`src/verilog/debug_unit_pkg.sv`:
```
// Debug unit constants and helpers.
// Assumes index = byte address / 4.
package debug_unit_pkg;

  // Register indices
  localparam logic [7:0] IDX_SAVED_STATUS = 8'h10;
  localparam logic [7:0] IDX_SAVED_PC = 8'h11;
  localparam logic [7:0] IDX_SAVED_SP = 8'h12;
  localparam logic [7:0] IDX_RR_THREAD = 8'h13;
  localparam logic [7:0] IDX_RR_REG = 8'h14;
  localparam logic [7:0] IDX_CAUSE = 8'h15;
  localparam logic [7:0] IDX_EVENT_DATA = 8'h16;
  localparam logic [7:0] IDX_STOP_VEC = 8'h18;
  localparam logic [7:0] IDX_SCRATCH = 8'h20;
  localparam logic [7:0] IDX_IB_ADDR = 8'h30;
  localparam logic [7:0] IDX_IB_CTRL = 8'h40;
  localparam logic [7:0] IDX_DW_ADDR1 = 8'h50;
  localparam logic [7:0] IDX_DW_ADDR2 = 8'h60;
  localparam logic [7:0] IDX_DW_CTRL = 8'h70;
  localparam logic [7:0] IDX_RW_MASK = 8'h80;
  localparam logic [7:0] IDX_RW_VALUE = 8'h90;
  localparam logic [7:0] IDX_RW_CTRL = 8'h9C;

  localparam int NUM_THREADS = 8;
  localparam int NUM_SCRATCH = 8;
  localparam int NUM_WATCH = 4;

  // Control register fields
  localparam int WATCH_ENABLE_BIT = 0;
  localparam int AND_OR_SELECT_BIT = 1;
  localparam int TRIGGER_ON_LOAD_BIT = 2;
  localparam int THREAD_EN_LSB = 16;

  // Cause register fields
  localparam int CAUSE_CODE_LSB = 0;
  localparam int CAUSE_THREAD_LSB = 8;
  localparam int CAUSE_INDEX_LSB = 16;

  localparam logic [2:0] CAUSE_NONE = 3'h0;
  localparam logic [2:0] CAUSE_HOST = 3'h1;
  localparam logic [2:0] CAUSE_CALL = 3'h2;
  localparam logic [2:0] CAUSE_IBREAK = 3'h3;
  localparam logic [2:0] CAUSE_DWATCH = 3'h4;
  localparam logic [2:0] CAUSE_RWATCH = 3'h5;

  // Writable bits of each register, and the status bits captured on entry
  localparam logic [31:0] STATUS_WMASK = 32'h0000_06DF;
  localparam logic [31:0] STATUS_CAPMASK = 32'h0000_07DF;
  localparam logic [31:0] RR_THREAD_WMASK = 32'h0000_00FF;
  localparam logic [31:0] RR_REG_WMASK = 32'h0000_001F;
  localparam logic [31:0] CAUSE_WMASK = 32'h0003_FF07;
  localparam logic [31:0] STOP_WMASK = 32'h0000_00FF;
  localparam logic [31:0] IB_CTRL_WMASK = 32'h00FF_0003;
  localparam logic [31:0] DW_CTRL_WMASK = 32'h00FF_0007;
  localparam logic [31:0] RW_CTRL_WMASK = 32'h00FF_0003;

  localparam logic [31:0] WORD_RESET = 32'h0000_0000;
  localparam logic [31:0] CTRL_RESET = 32'h0000_0000;
  localparam logic [31:0] CAUSE_RESET = 32'h0000_0000;

  // Watch unit armed for this thread
  function automatic logic thread_enabled(input logic [31:0] ctrl, input logic [7:0] thread);
    thread_enabled = ctrl[WATCH_ENABLE_BIT] && (thread < 8'(NUM_THREADS))
                     && ctrl[THREAD_EN_LSB + int'(thread[2:0])];
  endfunction

  // Lowest set index of a four-bit hit vector
  function automatic logic [1:0] lowest_index(input logic [3:0] hit);
    lowest_index = hit[0] ? 2'h0 : hit[1] ? 2'h1 : hit[2] ? 2'h2 : 2'h3;
  endfunction

endpackage

```
`src/verilog/debug_breakpoint_watch_unit.sv`:
```
// Debug unit top: registers, capture, cause, run control.
// Assumes events and context arrive in one cycle.
//
// Notes on behaviour
// RULE_01: Saved PC captured on entry, software-writable.
// RULE_02: Saved SP captured on entry, software-writable.
// RULE_03: Saved status captured on entry.
// RULE_04: 8-bit thread operand for register reads.
// RULE_05: 5-bit register operand for register reads.
// RULE_06: 3-bit cause code, reset 0: host, call, ibreak, dwatch, rwatch.
// RULE_07: 2-bit index of the firing unit, lowest wins, 0 for host/call.
// RULE_08: 8-bit thread causing entry; 0 for a host request.
// RULE_09: Event data: address on data hit, id on resource hit.
// RULE_10: After return, threads in the stop vector stay halted.
// RULE_11: Eight scratch words shared with the config port.
// RULE_12: Four 32-bit instruction breakpoints raising entry.
// RULE_13: Condition bit picks PC equal or PC not equal.
// RULE_14: Breakpoint needs enable and thread enable; resets to 0.
// RULE_15: Four data watchpoints with two address registers each.
// RULE_16: Data condition bit picks A and B, or A or B.
// RULE_17: Loads watched only with the load bit; resets to 0.
// RULE_18: Four resource watchpoints with mask and value registers.
// RULE_19: Resource condition bit picks condition A or condition B.
// RULE_20: Resource watchpoint needs enable and thread enable.
// RULE_21: Data A tests first address, B tests second address.
// RULE_22: Resource id masked, then compared with value.
//
// Our own choice: the plain strobed port.
`timescale 1ns/100ps
`default_nettype none
module debug_breakpoint_watch_unit
  import debug_unit_pkg::*;
(
  // Clock and reset
  input wire logic core_clk,
  input wire logic rst,
  // Register port
  input wire logic [9:0] reg_addr,
  input wire logic [31:0] reg_wdata,
  input wire logic reg_write,
  input wire logic reg_read,
  output logic [31:0] reg_rdata,
  // Tile configuration scratch port
  input wire logic cfg_scratch_write,
  input wire logic [2:0] cfg_scratch_index,
  input wire logic [31:0] cfg_scratch_wdata,
  output logic [31:0] cfg_scratch_rdata,
  // Debug requests
  input wire logic host_debug_req,
  input wire logic call_valid,
  input wire logic [7:0] call_thread,
  input wire logic debug_return,
  // Pipeline observation
  input wire logic pc_valid,
  input wire logic [7:0] pc_thread,
  input wire logic [31:0] pc,
  input wire logic mem_valid,
  input wire logic mem_is_load,
  input wire logic [7:0] mem_thread,
  input wire logic [31:0] mem_addr,
  input wire logic res_valid,
  input wire logic [7:0] res_thread,
  input wire logic [31:0] res_id,
  // Context of the entering thread
  input wire logic [31:0] ctx_pc,
  input wire logic [31:0] ctx_sp,
  input wire logic [31:0] ctx_status,
  // Debug control to the core
  output logic debug_entry,
  output logic in_debug,
  output logic [7:0] thread_halt,
  output logic [7:0] reg_read_thread,
  output logic [4:0] reg_read_register
);

  typedef enum logic {RUNNING, HALTED} dbg_state_t;

  dbg_state_t state_q;
  logic [31:0] status_q;
  logic [31:0] spc_q;
  logic [31:0] ssp_q;
  logic [31:0] rr_thread_q;
  logic [31:0] rr_reg_q;
  logic [31:0] cause_q;
  logic [31:0] event_data_q;
  logic [31:0] stop_q;
  logic [31:0] scratch_q [NUM_SCRATCH];
  logic [31:0] ib_addr_q [NUM_WATCH];
  logic [31:0] ib_ctrl_q [NUM_WATCH];
  logic [31:0] dw_addr1_q [NUM_WATCH];
  logic [31:0] dw_addr2_q [NUM_WATCH];
  logic [31:0] dw_ctrl_q [NUM_WATCH];
  logic [31:0] rw_mask_q [NUM_WATCH];
  logic [31:0] rw_value_q [NUM_WATCH];
  logic [31:0] rw_ctrl_q [NUM_WATCH];
  logic [31:0] rdata_q;
  logic [31:0] rdata_d;
  logic entry_q;
  logic [7:0] halt_q;
  logic [3:0] ib_hit;
  logic [3:0] dw_hit;
  logic [3:0] rw_hit;
  logic [7:0] idx;
  logic entry;
  logic [2:0] cause_code;
  logic [1:0] cause_index;
  logic [7:0] cause_thread;
  logic [31:0] cause_new;

  assign idx = reg_addr[9:2];

  // Only writable bits change
  function automatic logic [31:0] masked(input logic [31:0] old, input logic [31:0] wd,
                                         input logic [31:0] wmask);
    masked = (old & ~wmask) | (wd & wmask);
  endfunction

  // Four registers from base
  function automatic logic in_group(input logic [7:0] a, input logic [7:0] base);
    in_group = a[7:2] == base[7:2];
  endfunction

  instr_break_match #(
    .NUM(NUM_WATCH)
  ) u_ib (
    .pc_valid(pc_valid),
    .pc_thread(pc_thread),
    .pc(pc),
    .break_addr(ib_addr_q),
    .break_ctrl(ib_ctrl_q),
    .hit(ib_hit)
  );

  watch_match #(
    .NUM(NUM_WATCH)
  ) u_watch (
    .mem_valid(mem_valid),
    .mem_is_load(mem_is_load),
    .mem_thread(mem_thread),
    .mem_addr(mem_addr),
    .res_valid(res_valid),
    .res_thread(res_thread),
    .res_id(res_id),
    .dw_addr1(dw_addr1_q),
    .dw_addr2(dw_addr2_q),
    .dw_ctrl(dw_ctrl_q),
    .rw_mask(rw_mask_q),
    .rw_value(rw_value_q),
    .rw_ctrl(rw_ctrl_q),
    .data_hit(dw_hit),
    .res_hit(rw_hit)
  );

  // Lower cause code wins on coincidence
  always_comb begin
    cause_code = CAUSE_NONE;
    cause_index = 2'h0;
    cause_thread = 8'h00;
    if (host_debug_req) begin
      cause_code = CAUSE_HOST; // RULE_06
      cause_thread = 8'h00; // RULE_08
    end else if (call_valid) begin
      cause_code = CAUSE_CALL; // RULE_06
      cause_thread = call_thread; // RULE_08
    end else if (|ib_hit) begin
      cause_code = CAUSE_IBREAK;
      cause_index = lowest_index(ib_hit); // RULE_07
      cause_thread = pc_thread;
    end else if (|dw_hit) begin
      cause_code = CAUSE_DWATCH;
      cause_index = lowest_index(dw_hit); // RULE_07
      cause_thread = mem_thread;
    end else if (|rw_hit) begin
      cause_code = CAUSE_RWATCH;
      cause_index = lowest_index(rw_hit); // RULE_07
      cause_thread = res_thread;
    end
  end

  // Events while halted are dropped
  assign entry = (state_q == RUNNING) && (cause_code != CAUSE_NONE);

  always_comb begin
    cause_new = CAUSE_RESET;
    cause_new[CAUSE_CODE_LSB +: 3] = cause_code;
    cause_new[CAUSE_THREAD_LSB +: 8] = cause_thread;
    cause_new[CAUSE_INDEX_LSB +: 2] = cause_index;
  end

  always_ff @(posedge core_clk or posedge rst) begin
    if (rst) begin
      state_q <= RUNNING;
    end else begin
      case (state_q)
        RUNNING: begin
          if (entry) begin
            state_q <= HALTED;
          end
        end
        HALTED: begin
          if (debug_return) begin
            state_q <= RUNNING;
          end
        end
        default: begin
          state_q <= RUNNING;
        end
      endcase
    end
  end

  // Entry wins over a same-cycle write
  always_ff @(posedge core_clk or posedge rst) begin
    if (rst) begin
      status_q <= WORD_RESET;
      spc_q <= WORD_RESET;
      ssp_q <= WORD_RESET;
    end else if (entry) begin
      status_q <= ctx_status & STATUS_CAPMASK; // RULE_03
      spc_q <= ctx_pc; // RULE_01
      ssp_q <= ctx_sp; // RULE_02
    end else if (reg_write) begin
      if (idx == IDX_SAVED_STATUS) begin
        status_q <= masked(status_q, reg_wdata, STATUS_WMASK);
      end
      if (idx == IDX_SAVED_PC) begin
        spc_q <= reg_wdata; // RULE_01
      end
      if (idx == IDX_SAVED_SP) begin
        ssp_q <= reg_wdata; // RULE_02
      end
    end
  end

  always_ff @(posedge core_clk or posedge rst) begin
    if (rst) begin
      cause_q <= CAUSE_RESET;
      event_data_q <= WORD_RESET;
    end else if (entry) begin
      cause_q <= cause_new; // RULE_06 RULE_07 RULE_08
      if (cause_code == CAUSE_DWATCH) begin
        event_data_q <= mem_addr; // RULE_09
      end else if (cause_code == CAUSE_RWATCH) begin
        event_data_q <= res_id; // RULE_09
      end
    end else if (reg_write) begin
      if (idx == IDX_CAUSE) begin
        cause_q <= masked(cause_q, reg_wdata, CAUSE_WMASK);
      end
      if (idx == IDX_EVENT_DATA) begin
        event_data_q <= reg_wdata;
      end
    end
  end

  always_ff @(posedge core_clk or posedge rst) begin
    if (rst) begin
      rr_thread_q <= WORD_RESET;
      rr_reg_q <= WORD_RESET;
      stop_q <= WORD_RESET;
    end else if (reg_write) begin
      if (idx == IDX_RR_THREAD) begin
        rr_thread_q <= masked(rr_thread_q, reg_wdata, RR_THREAD_WMASK); // RULE_04
      end
      if (idx == IDX_RR_REG) begin
        rr_reg_q <= masked(rr_reg_q, reg_wdata, RR_REG_WMASK); // RULE_05
      end
      if (idx == IDX_STOP_VEC) begin
        stop_q <= masked(stop_q, reg_wdata, STOP_WMASK);
      end
    end
  end

  // Register port wins a clash
  always_ff @(posedge core_clk or posedge rst) begin
    if (rst) begin
      for (int i = 0; i < NUM_SCRATCH; i++) begin
        scratch_q[i] <= WORD_RESET;
      end
    end else if (reg_write && idx[7:3] == IDX_SCRATCH[7:3]) begin
      scratch_q[idx[2:0]] <= reg_wdata; // RULE_11
    end else if (cfg_scratch_write) begin
      scratch_q[cfg_scratch_index] <= cfg_scratch_wdata; // RULE_11
    end
  end

  always_ff @(posedge core_clk or posedge rst) begin
    if (rst) begin
      for (int i = 0; i < NUM_WATCH; i++) begin
        ib_addr_q[i] <= WORD_RESET;
        ib_ctrl_q[i] <= CTRL_RESET; // RULE_14
        dw_addr1_q[i] <= WORD_RESET;
        dw_addr2_q[i] <= WORD_RESET;
        dw_ctrl_q[i] <= CTRL_RESET; // RULE_17
        rw_mask_q[i] <= WORD_RESET;
        rw_value_q[i] <= WORD_RESET;
        rw_ctrl_q[i] <= CTRL_RESET;
      end
    end else if (reg_write) begin
      if (in_group(idx, IDX_IB_ADDR)) begin
        ib_addr_q[idx[1:0]] <= reg_wdata; // RULE_12
      end
      if (in_group(idx, IDX_IB_CTRL)) begin
        ib_ctrl_q[idx[1:0]] <= masked(ib_ctrl_q[idx[1:0]], reg_wdata, IB_CTRL_WMASK);
      end
      if (in_group(idx, IDX_DW_ADDR1)) begin
        dw_addr1_q[idx[1:0]] <= reg_wdata; // RULE_15
      end
      if (in_group(idx, IDX_DW_ADDR2)) begin
        dw_addr2_q[idx[1:0]] <= reg_wdata; // RULE_15
      end
      if (in_group(idx, IDX_DW_CTRL)) begin
        dw_ctrl_q[idx[1:0]] <= masked(dw_ctrl_q[idx[1:0]], reg_wdata, DW_CTRL_WMASK);
      end
      if (in_group(idx, IDX_RW_MASK)) begin
        rw_mask_q[idx[1:0]] <= reg_wdata; // RULE_18
      end
      if (in_group(idx, IDX_RW_VALUE)) begin
        rw_value_q[idx[1:0]] <= reg_wdata; // RULE_18
      end
      if (in_group(idx, IDX_RW_CTRL)) begin
        rw_ctrl_q[idx[1:0]] <= masked(rw_ctrl_q[idx[1:0]], reg_wdata, RW_CTRL_WMASK);
      end
    end
  end

  // Read mux; unmapped indices read as zero
  always_comb begin
    rdata_d = WORD_RESET;
    if (idx[7:3] == IDX_SCRATCH[7:3]) begin
      rdata_d = scratch_q[idx[2:0]];
    end else if (in_group(idx, IDX_IB_ADDR)) begin
      rdata_d = ib_addr_q[idx[1:0]];
    end else if (in_group(idx, IDX_IB_CTRL)) begin
      rdata_d = ib_ctrl_q[idx[1:0]];
    end else if (in_group(idx, IDX_DW_ADDR1)) begin
      rdata_d = dw_addr1_q[idx[1:0]];
    end else if (in_group(idx, IDX_DW_ADDR2)) begin
      rdata_d = dw_addr2_q[idx[1:0]];
    end else if (in_group(idx, IDX_DW_CTRL)) begin
      rdata_d = dw_ctrl_q[idx[1:0]];
    end else if (in_group(idx, IDX_RW_MASK)) begin
      rdata_d = rw_mask_q[idx[1:0]];
    end else if (in_group(idx, IDX_RW_VALUE)) begin
      rdata_d = rw_value_q[idx[1:0]];
    end else if (in_group(idx, IDX_RW_CTRL)) begin
      rdata_d = rw_ctrl_q[idx[1:0]];
    end else begin
      case (idx)
        IDX_SAVED_STATUS: rdata_d = status_q;
        IDX_SAVED_PC: rdata_d = spc_q;
        IDX_SAVED_SP: rdata_d = ssp_q;
        IDX_RR_THREAD: rdata_d = rr_thread_q;
        IDX_RR_REG: rdata_d = rr_reg_q;
        IDX_CAUSE: rdata_d = cause_q;
        IDX_EVENT_DATA: rdata_d = event_data_q;
        IDX_STOP_VEC: rdata_d = stop_q;
        default: rdata_d = WORD_RESET;
      endcase
    end
  end

  // Read data stands one cycle
  always_ff @(posedge core_clk or posedge rst) begin
    if (rst) begin
      rdata_q <= WORD_RESET;
    end else if (reg_read) begin
      rdata_q <= rdata_d;
    end else begin
      rdata_q <= WORD_RESET;
    end
  end

  // All held while halted, then the stop vector
  always_ff @(posedge core_clk or posedge rst) begin
    if (rst) begin
      entry_q <= 1'b0;
      halt_q <= 8'h00;
    end else begin
      entry_q <= entry;
      if (entry || (state_q == HALTED && !debug_return)) begin
        halt_q <= 8'hFF;
      end else begin
        halt_q <= stop_q[7:0]; // RULE_10
      end
    end
  end

  assign reg_rdata = rdata_q;
  assign cfg_scratch_rdata = scratch_q[cfg_scratch_index];
  assign debug_entry = entry_q;
  assign in_debug = (state_q == HALTED);
  assign thread_halt = halt_q;
  assign reg_read_thread = rr_thread_q[7:0]; // RULE_04
  assign reg_read_register = rr_reg_q[4:0]; // RULE_05

endmodule // debug_breakpoint_watch_unit
`default_nettype wire

```
`src/verilog/instr_break_match.sv`:
```
// Instruction breakpoint comparators.
// Assumes pc inputs valid with pc_valid.
`timescale 1ns/100ps
`default_nettype none
module instr_break_match
  import debug_unit_pkg::*;
#(
  parameter int NUM = NUM_WATCH
) (
  // Executing instruction
  input wire logic pc_valid,
  input wire logic [7:0] pc_thread,
  input wire logic [31:0] pc,
  // Breakpoint settings
  input wire logic [31:0] break_addr [NUM],
  input wire logic [31:0] break_ctrl [NUM],
  // Result
  output logic [NUM-1:0] hit
);

  initial begin
    if (NUM < 1 || NUM > NUM_WATCH) $error("instr_break_match: NUM out of range");
  end

  always_comb begin
    for (int i = 0; i < NUM; i++) begin
      hit[i] = pc_valid && thread_enabled(break_ctrl[i], pc_thread) // RULE_14
               && ((pc == break_addr[i]) != break_ctrl[i][AND_OR_SELECT_BIT]); // RULE_12 RULE_13
    end
  end

endmodule // instr_break_match
`default_nettype wire

```
`src/verilog/watch_match.sv`:
```
// Data and resource watchpoint comparators.
// Assumes reports valid with their valid bit.
`timescale 1ns/100ps
`default_nettype none
module watch_match
  import debug_unit_pkg::*;
#(
  parameter int NUM = NUM_WATCH
) (
  // Memory operation
  input wire logic mem_valid,
  input wire logic mem_is_load,
  input wire logic [7:0] mem_thread,
  input wire logic [31:0] mem_addr,
  // Resource use
  input wire logic res_valid,
  input wire logic [7:0] res_thread,
  input wire logic [31:0] res_id,
  // Watchpoint settings
  input wire logic [31:0] dw_addr1 [NUM],
  input wire logic [31:0] dw_addr2 [NUM],
  input wire logic [31:0] dw_ctrl [NUM],
  input wire logic [31:0] rw_mask [NUM],
  input wire logic [31:0] rw_value [NUM],
  input wire logic [31:0] rw_ctrl [NUM],
  // Results
  output logic [NUM-1:0] data_hit,
  output logic [NUM-1:0] res_hit
);

  initial begin
    if (NUM < 1 || NUM > NUM_WATCH) $error("watch_match: NUM out of range");
  end

  // Range check: A is lower bound, B upper bound, so AND gives a window
  always_comb begin
    logic cond_a;
    logic cond_b;
    logic load_ok;
    logic match;
    cond_a = 1'b0;
    cond_b = 1'b0;
    load_ok = 1'b0;
    match = 1'b0;
    for (int i = 0; i < NUM; i++) begin
      cond_a = mem_addr >= dw_addr1[i]; // RULE_21
      cond_b = mem_addr <= dw_addr2[i]; // RULE_21
      load_ok = !mem_is_load || dw_ctrl[i][TRIGGER_ON_LOAD_BIT]; // RULE_17
      match = dw_ctrl[i][AND_OR_SELECT_BIT] ? (cond_a || cond_b) : (cond_a && cond_b); // RULE_16
      data_hit[i] = mem_valid && load_ok && match
                    && thread_enabled(dw_ctrl[i], mem_thread); // RULE_15
    end
  end

  always_comb begin
    logic cond_a;
    cond_a = 1'b0;
    for (int i = 0; i < NUM; i++) begin
      cond_a = (res_id & rw_mask[i]) == rw_value[i]; // RULE_22
      res_hit[i] = res_valid && thread_enabled(rw_ctrl[i], res_thread) // RULE_18 RULE_20
                   && (rw_ctrl[i][AND_OR_SELECT_BIT] ? !cond_a : cond_a); // RULE_19
    end
  end

endmodule // watch_match
`default_nettype wire
```
`config.mk`:
```
export PLATFORM = sky130hd
export DESIGN_NAME = debug_breakpoint_watch_unit
export DESIGN_NICKNAME = d
export VERILOG_FILES = /design/src/verilog/debug_unit_pkg.sv /design/src/verilog/debug_breakpoint_watch_unit.sv /design/src/verilog/instr_break_match.sv /design/src/verilog/watch_match.sv
export SDC_FILE = /design/constraint.sdc
export NUM_CORES = 2
export LEC_CHECK = 0
export BUFFER_PORTS_ARGS = -buffer_cell sky130_fd_sc_hd__buf_2
export CORE_AREA = 2 2 400 402
export CTS_CLUSTER_SIZE = 20
export DETAILED_ROUTE_END_ITERATION = 10
export DIE_AREA = 0 0 402 404
export GPL_TIMING_DRIVEN = 0
export MAX_ROUTING_LAYER = met4
export PLACE_DENSITY_LB_ADDON = 0.2
export SLEW_MARGIN = 20
export SYNTH_ARGS = -nofsm -noshare
export SYNTH_HDL_FRONTEND = slang
export SYNTH_SLANG_ARGS = --single-unit
export TNS_END_PERCENT = 1
```
`constraint.sdc`:
```
create_clock -name core_clk -period 105 [get_ports core_clk]
set_input_delay 10.5 -clock core_clk [delete_from_list [all_inputs] [get_ports core_clk]]
set_output_delay 10.5 -clock core_clk [all_outputs]
set_load 0.02 [all_outputs]
```
==> metrics.md <==
| Metric | Value |
|---|---|
| Status | finished, final reports clean |
| Chip height | 404 um |
| Placed cells | 9224 |
| H-tree levels | 4 |
| Starting density of the core | 48.9% |
| Cell area after synthesis | 0.0771 mm^2 |
| Total wire length | 415000 um |
| Crit Path Category | input port to output port |
| Max Used Layer | met4 |
| Die Area | 0.162 mm^2 |
| Area grow syn2layout | 15.1% |
| DRT Pass-1 Iters | 9 |
| Vias in the first global route | 63400 |
| # IOs | 400 |
| Worst Setup End Kind | output port |
| Worst Path Required | 94.50 ns |
| Cell variety after synth | 88 |
| Clk buf depth | 3 |
| Worst R2R Start | dw_addr1_q[64] |
| Slew @ Worst Pin | 1.42 ns |
| Max-cap violations | 0 |
| Worst hold slack | 0.448 ns |
| Detail Placement HPWL | 320000 um |
| Max FFs per register | 256 |
| CP Launch Type | input port |
| R2r worst-path depth | 15 |
| Antenna Nets Post-Route | 0 |
| Core area | 0.158 mm^2 |
| Yosys Warn Count | 0 |
| Power per Cell Area | 17.1 mW/mm^2 |
| Final total power | 1.51 mW |
| Number of gates resized after cts | 0 |
| Hold-fix buffer count after cts | 0 |
| Post-synthesis async set-or-reset flop share | 100% |
| RR Endpoint | event_data_q[23] |
| Initial antenna violation count | 66 |
| Worst setup endpoint | cfg_scratch_rdata[3] |
| Sink Count | 1462 |
| Total number of vias | 67100 |
| Hold Violations, Final | 0 |
| RSZ-0062 raised after global routing | false |
| GPL Wtd Cong | 1.12 |
| Max-slew violations | 0 |
| Post-route cell area | 0.0888 mm^2 |
| Pre-CTS setup slack | 81.18 ns |
| Sequential-to-total area share from yosys stat | 47.4% |
| Num rows | 146 |
| Highest clock rate | 41.5 MHz |
| Setup violators final | 0 |
| # fillers | 13800 |
| Max IR drop VDD | 20.1 uV |
| Core Util, Final | 56.3% |
| Number of setup buffers added after CTS | 0 |
| Via density | 7.01 |
| EDFF count, synth | 0 |
| DRT iter0 DRCs | 11300 |
| CTS root buf | clkbuf_16 |
| Final WS setup | 80.91 ns |
| Worst skew pair latency | 0.86 ns |
| Post-route DRC violation count | 0 |
| Main flop type after synthesis | dfrtp_1 |
| Synthesized flop and latch total | 1462 |
| Reg clk slew, reported paths | 0.06 ns |
| Placed Area | 0.0830 mm^2 |
| Pin count of the biggest net entering global routing | 104 |
| Worst min path class | flip-flop to flip-flop |
| Slew margin rel. | 4.65% |
| Clk_skew | 0.0320 ns |
| IO Port Bufs | 326 |
| Routed wl met2 | 166000 um |
| Metal3 WL | 57700 um |
| First-pass GRT wire length | 551000 um |
| Worst reg2reg setup slack | 99.50 ns |
| CP max FO | 10 |
| Final Non-Filler Cells | 9583 |
| Syn Inst Count | 6764 |
| Wl on met1 | 153000 um |
| Crit. Startpoint | cfg_scratch_index[2] |
| Die width | 402 um |
| Share of layout cells above drive strength 1 | 24.8% |
| Post-synth net total | 7333 |
| Fin Setup TNS | 0 ns |
| Nets | 7889 |
| CTS buffer count | 166 |
| Worst EP arrival | 13.59 ns |
| GRT Util Overall | 52.1% |
| Crit share post-route | 22.9% |
| Wire length per cell | 43.3 um |
| Mean Syn Cell Area | 11.4 um^2 |
| Final min period | 24.09 ns |
| TritonCTS clock tree | built |
| Largest Register | scratch_q |
| Leak | 41.6 nW |
| Grt ovf | 0 |
critical path: stages:
cell and delay, ns:
clkbuf_1 0.34, nor3b_1 0.97, clkbuf_1 0.95, a22oi_1 0.23, nand4_1 0.34, buf_2 0.23
worst min path at each step:
stage | endpoint | slack, ns | cells after the start | from
2_1_floorplan | dw_ctrl_q[35] | 0.42 | 1 | dw_ctrl_q[35]
3_3_place_gp | ib_ctrl_q[62] | 0.43 | 1 | ib_ctrl_q[62]
3_5_place_dp | rw_ctrl_q[8] | 0.44 | 1 | rw_ctrl_q[8]
4_1_cts | dw_ctrl_q[25] | 0.45 | 1 | dw_ctrl_q[25]
5_1_grt | dw_ctrl_q[40] | 0.46 | 1 | dw_ctrl_q[40]
6_report | rw_ctrl_q[8] | 0.45 | 1 | rw_ctrl_q[8]
cell usage after synthesis, types with 30 or more instances:
cell type	instances	area [um^2]
dfrtp_1	1462	36600
clkbuf_1	625	2350
mux2_2	618	6960
o21ai_0	565	2830
nand2_1	523	1960
a22oi_1	441	3310
mux4_2	340	7660
inv_1	260	976
ha_1	256	3200
a21oi_1	221	1110
nor2_1	149	559
mux2i_1	126	1260
nand4_1	121	757
nand3_1	85	425
buf_1	83	312
and3_1	70	438
xnor2_1	69	604
xor2_1	64	561
a21o_1	60	450
a211oi_1	56	420
buf_2	54	270
o22ai_1	40	250
nor4_1	37	231
a21boi_0	36	270
o22a_1	35	307
and3b_1	33	289
a221oi_1	30	263
cell usage in the layout (no fill, tap or decap), drive strengths merged, types with 69 or more instances in the layout:
cell type | Yosys | routed
a22oi | 441 | 441
o21ai | 566 | 566
a21oi | 221 | 221
clkbuf | 627 | 867
nor2 | 150 | 150
ha | 256 | 256
mux2 | 618 | 618
inv | 262 | 267
mux2i | 126 | 126
and3 | 70 | 70
xnor2 | 69 | 69
nand2 | 523 | 523
dfrtp | 1462 | 1462
nand3 | 85 | 85
nand4 | 121 | 121
buf | 152 | 538
mux4 | 340 | 340
power by group:
part / leakage (nW) / switching [mW] / internal, mW / total (mW)
logic: 19.9 / 0.165 / 0.0869 / 0.252
clock network: 2.79 / 0.261 / 0.352 / 0.613
registers: 18.9 / 0.0420 / 0.607 / 0.649
final cells by class:
class	instances	area [um^2]	area share [%]
clock inverter	59	626	0.705
inverter	262	993	1.12
tap	2072	2590	2.92
timing repair buffer	388	3060	3.45
multi-input combinational	4261	36600	41.2
antenna	61	153	0.172
sequential	1462	36600	41.2
clock buffer	239	4990	5.62
buffer	779	3190	3.60
layer usage:
layer	up-vias	global-route usage (%)
li1	26100	-
met2	5239	67.9
met3	1174	20.0
met4	0	39.1
met1	34700	65.2
met5	-	-
cells by family after synthesis:
group                    after synthesis  share of synthesized area (%)
multiplexers                        1084                           20.6
XOR/XNOR                             133                           1.51
flip-flops                          1462                           47.4
AND/OR/NAND/NOR                     1123                           7.00
adder cells (fa/ha/maj)              258                           4.18
AO/OA/AOI/OAI                       1663                           14.0
buffers and inverters               1041                           5.26
Note: power is estimated with default switching activity, not from simulation.
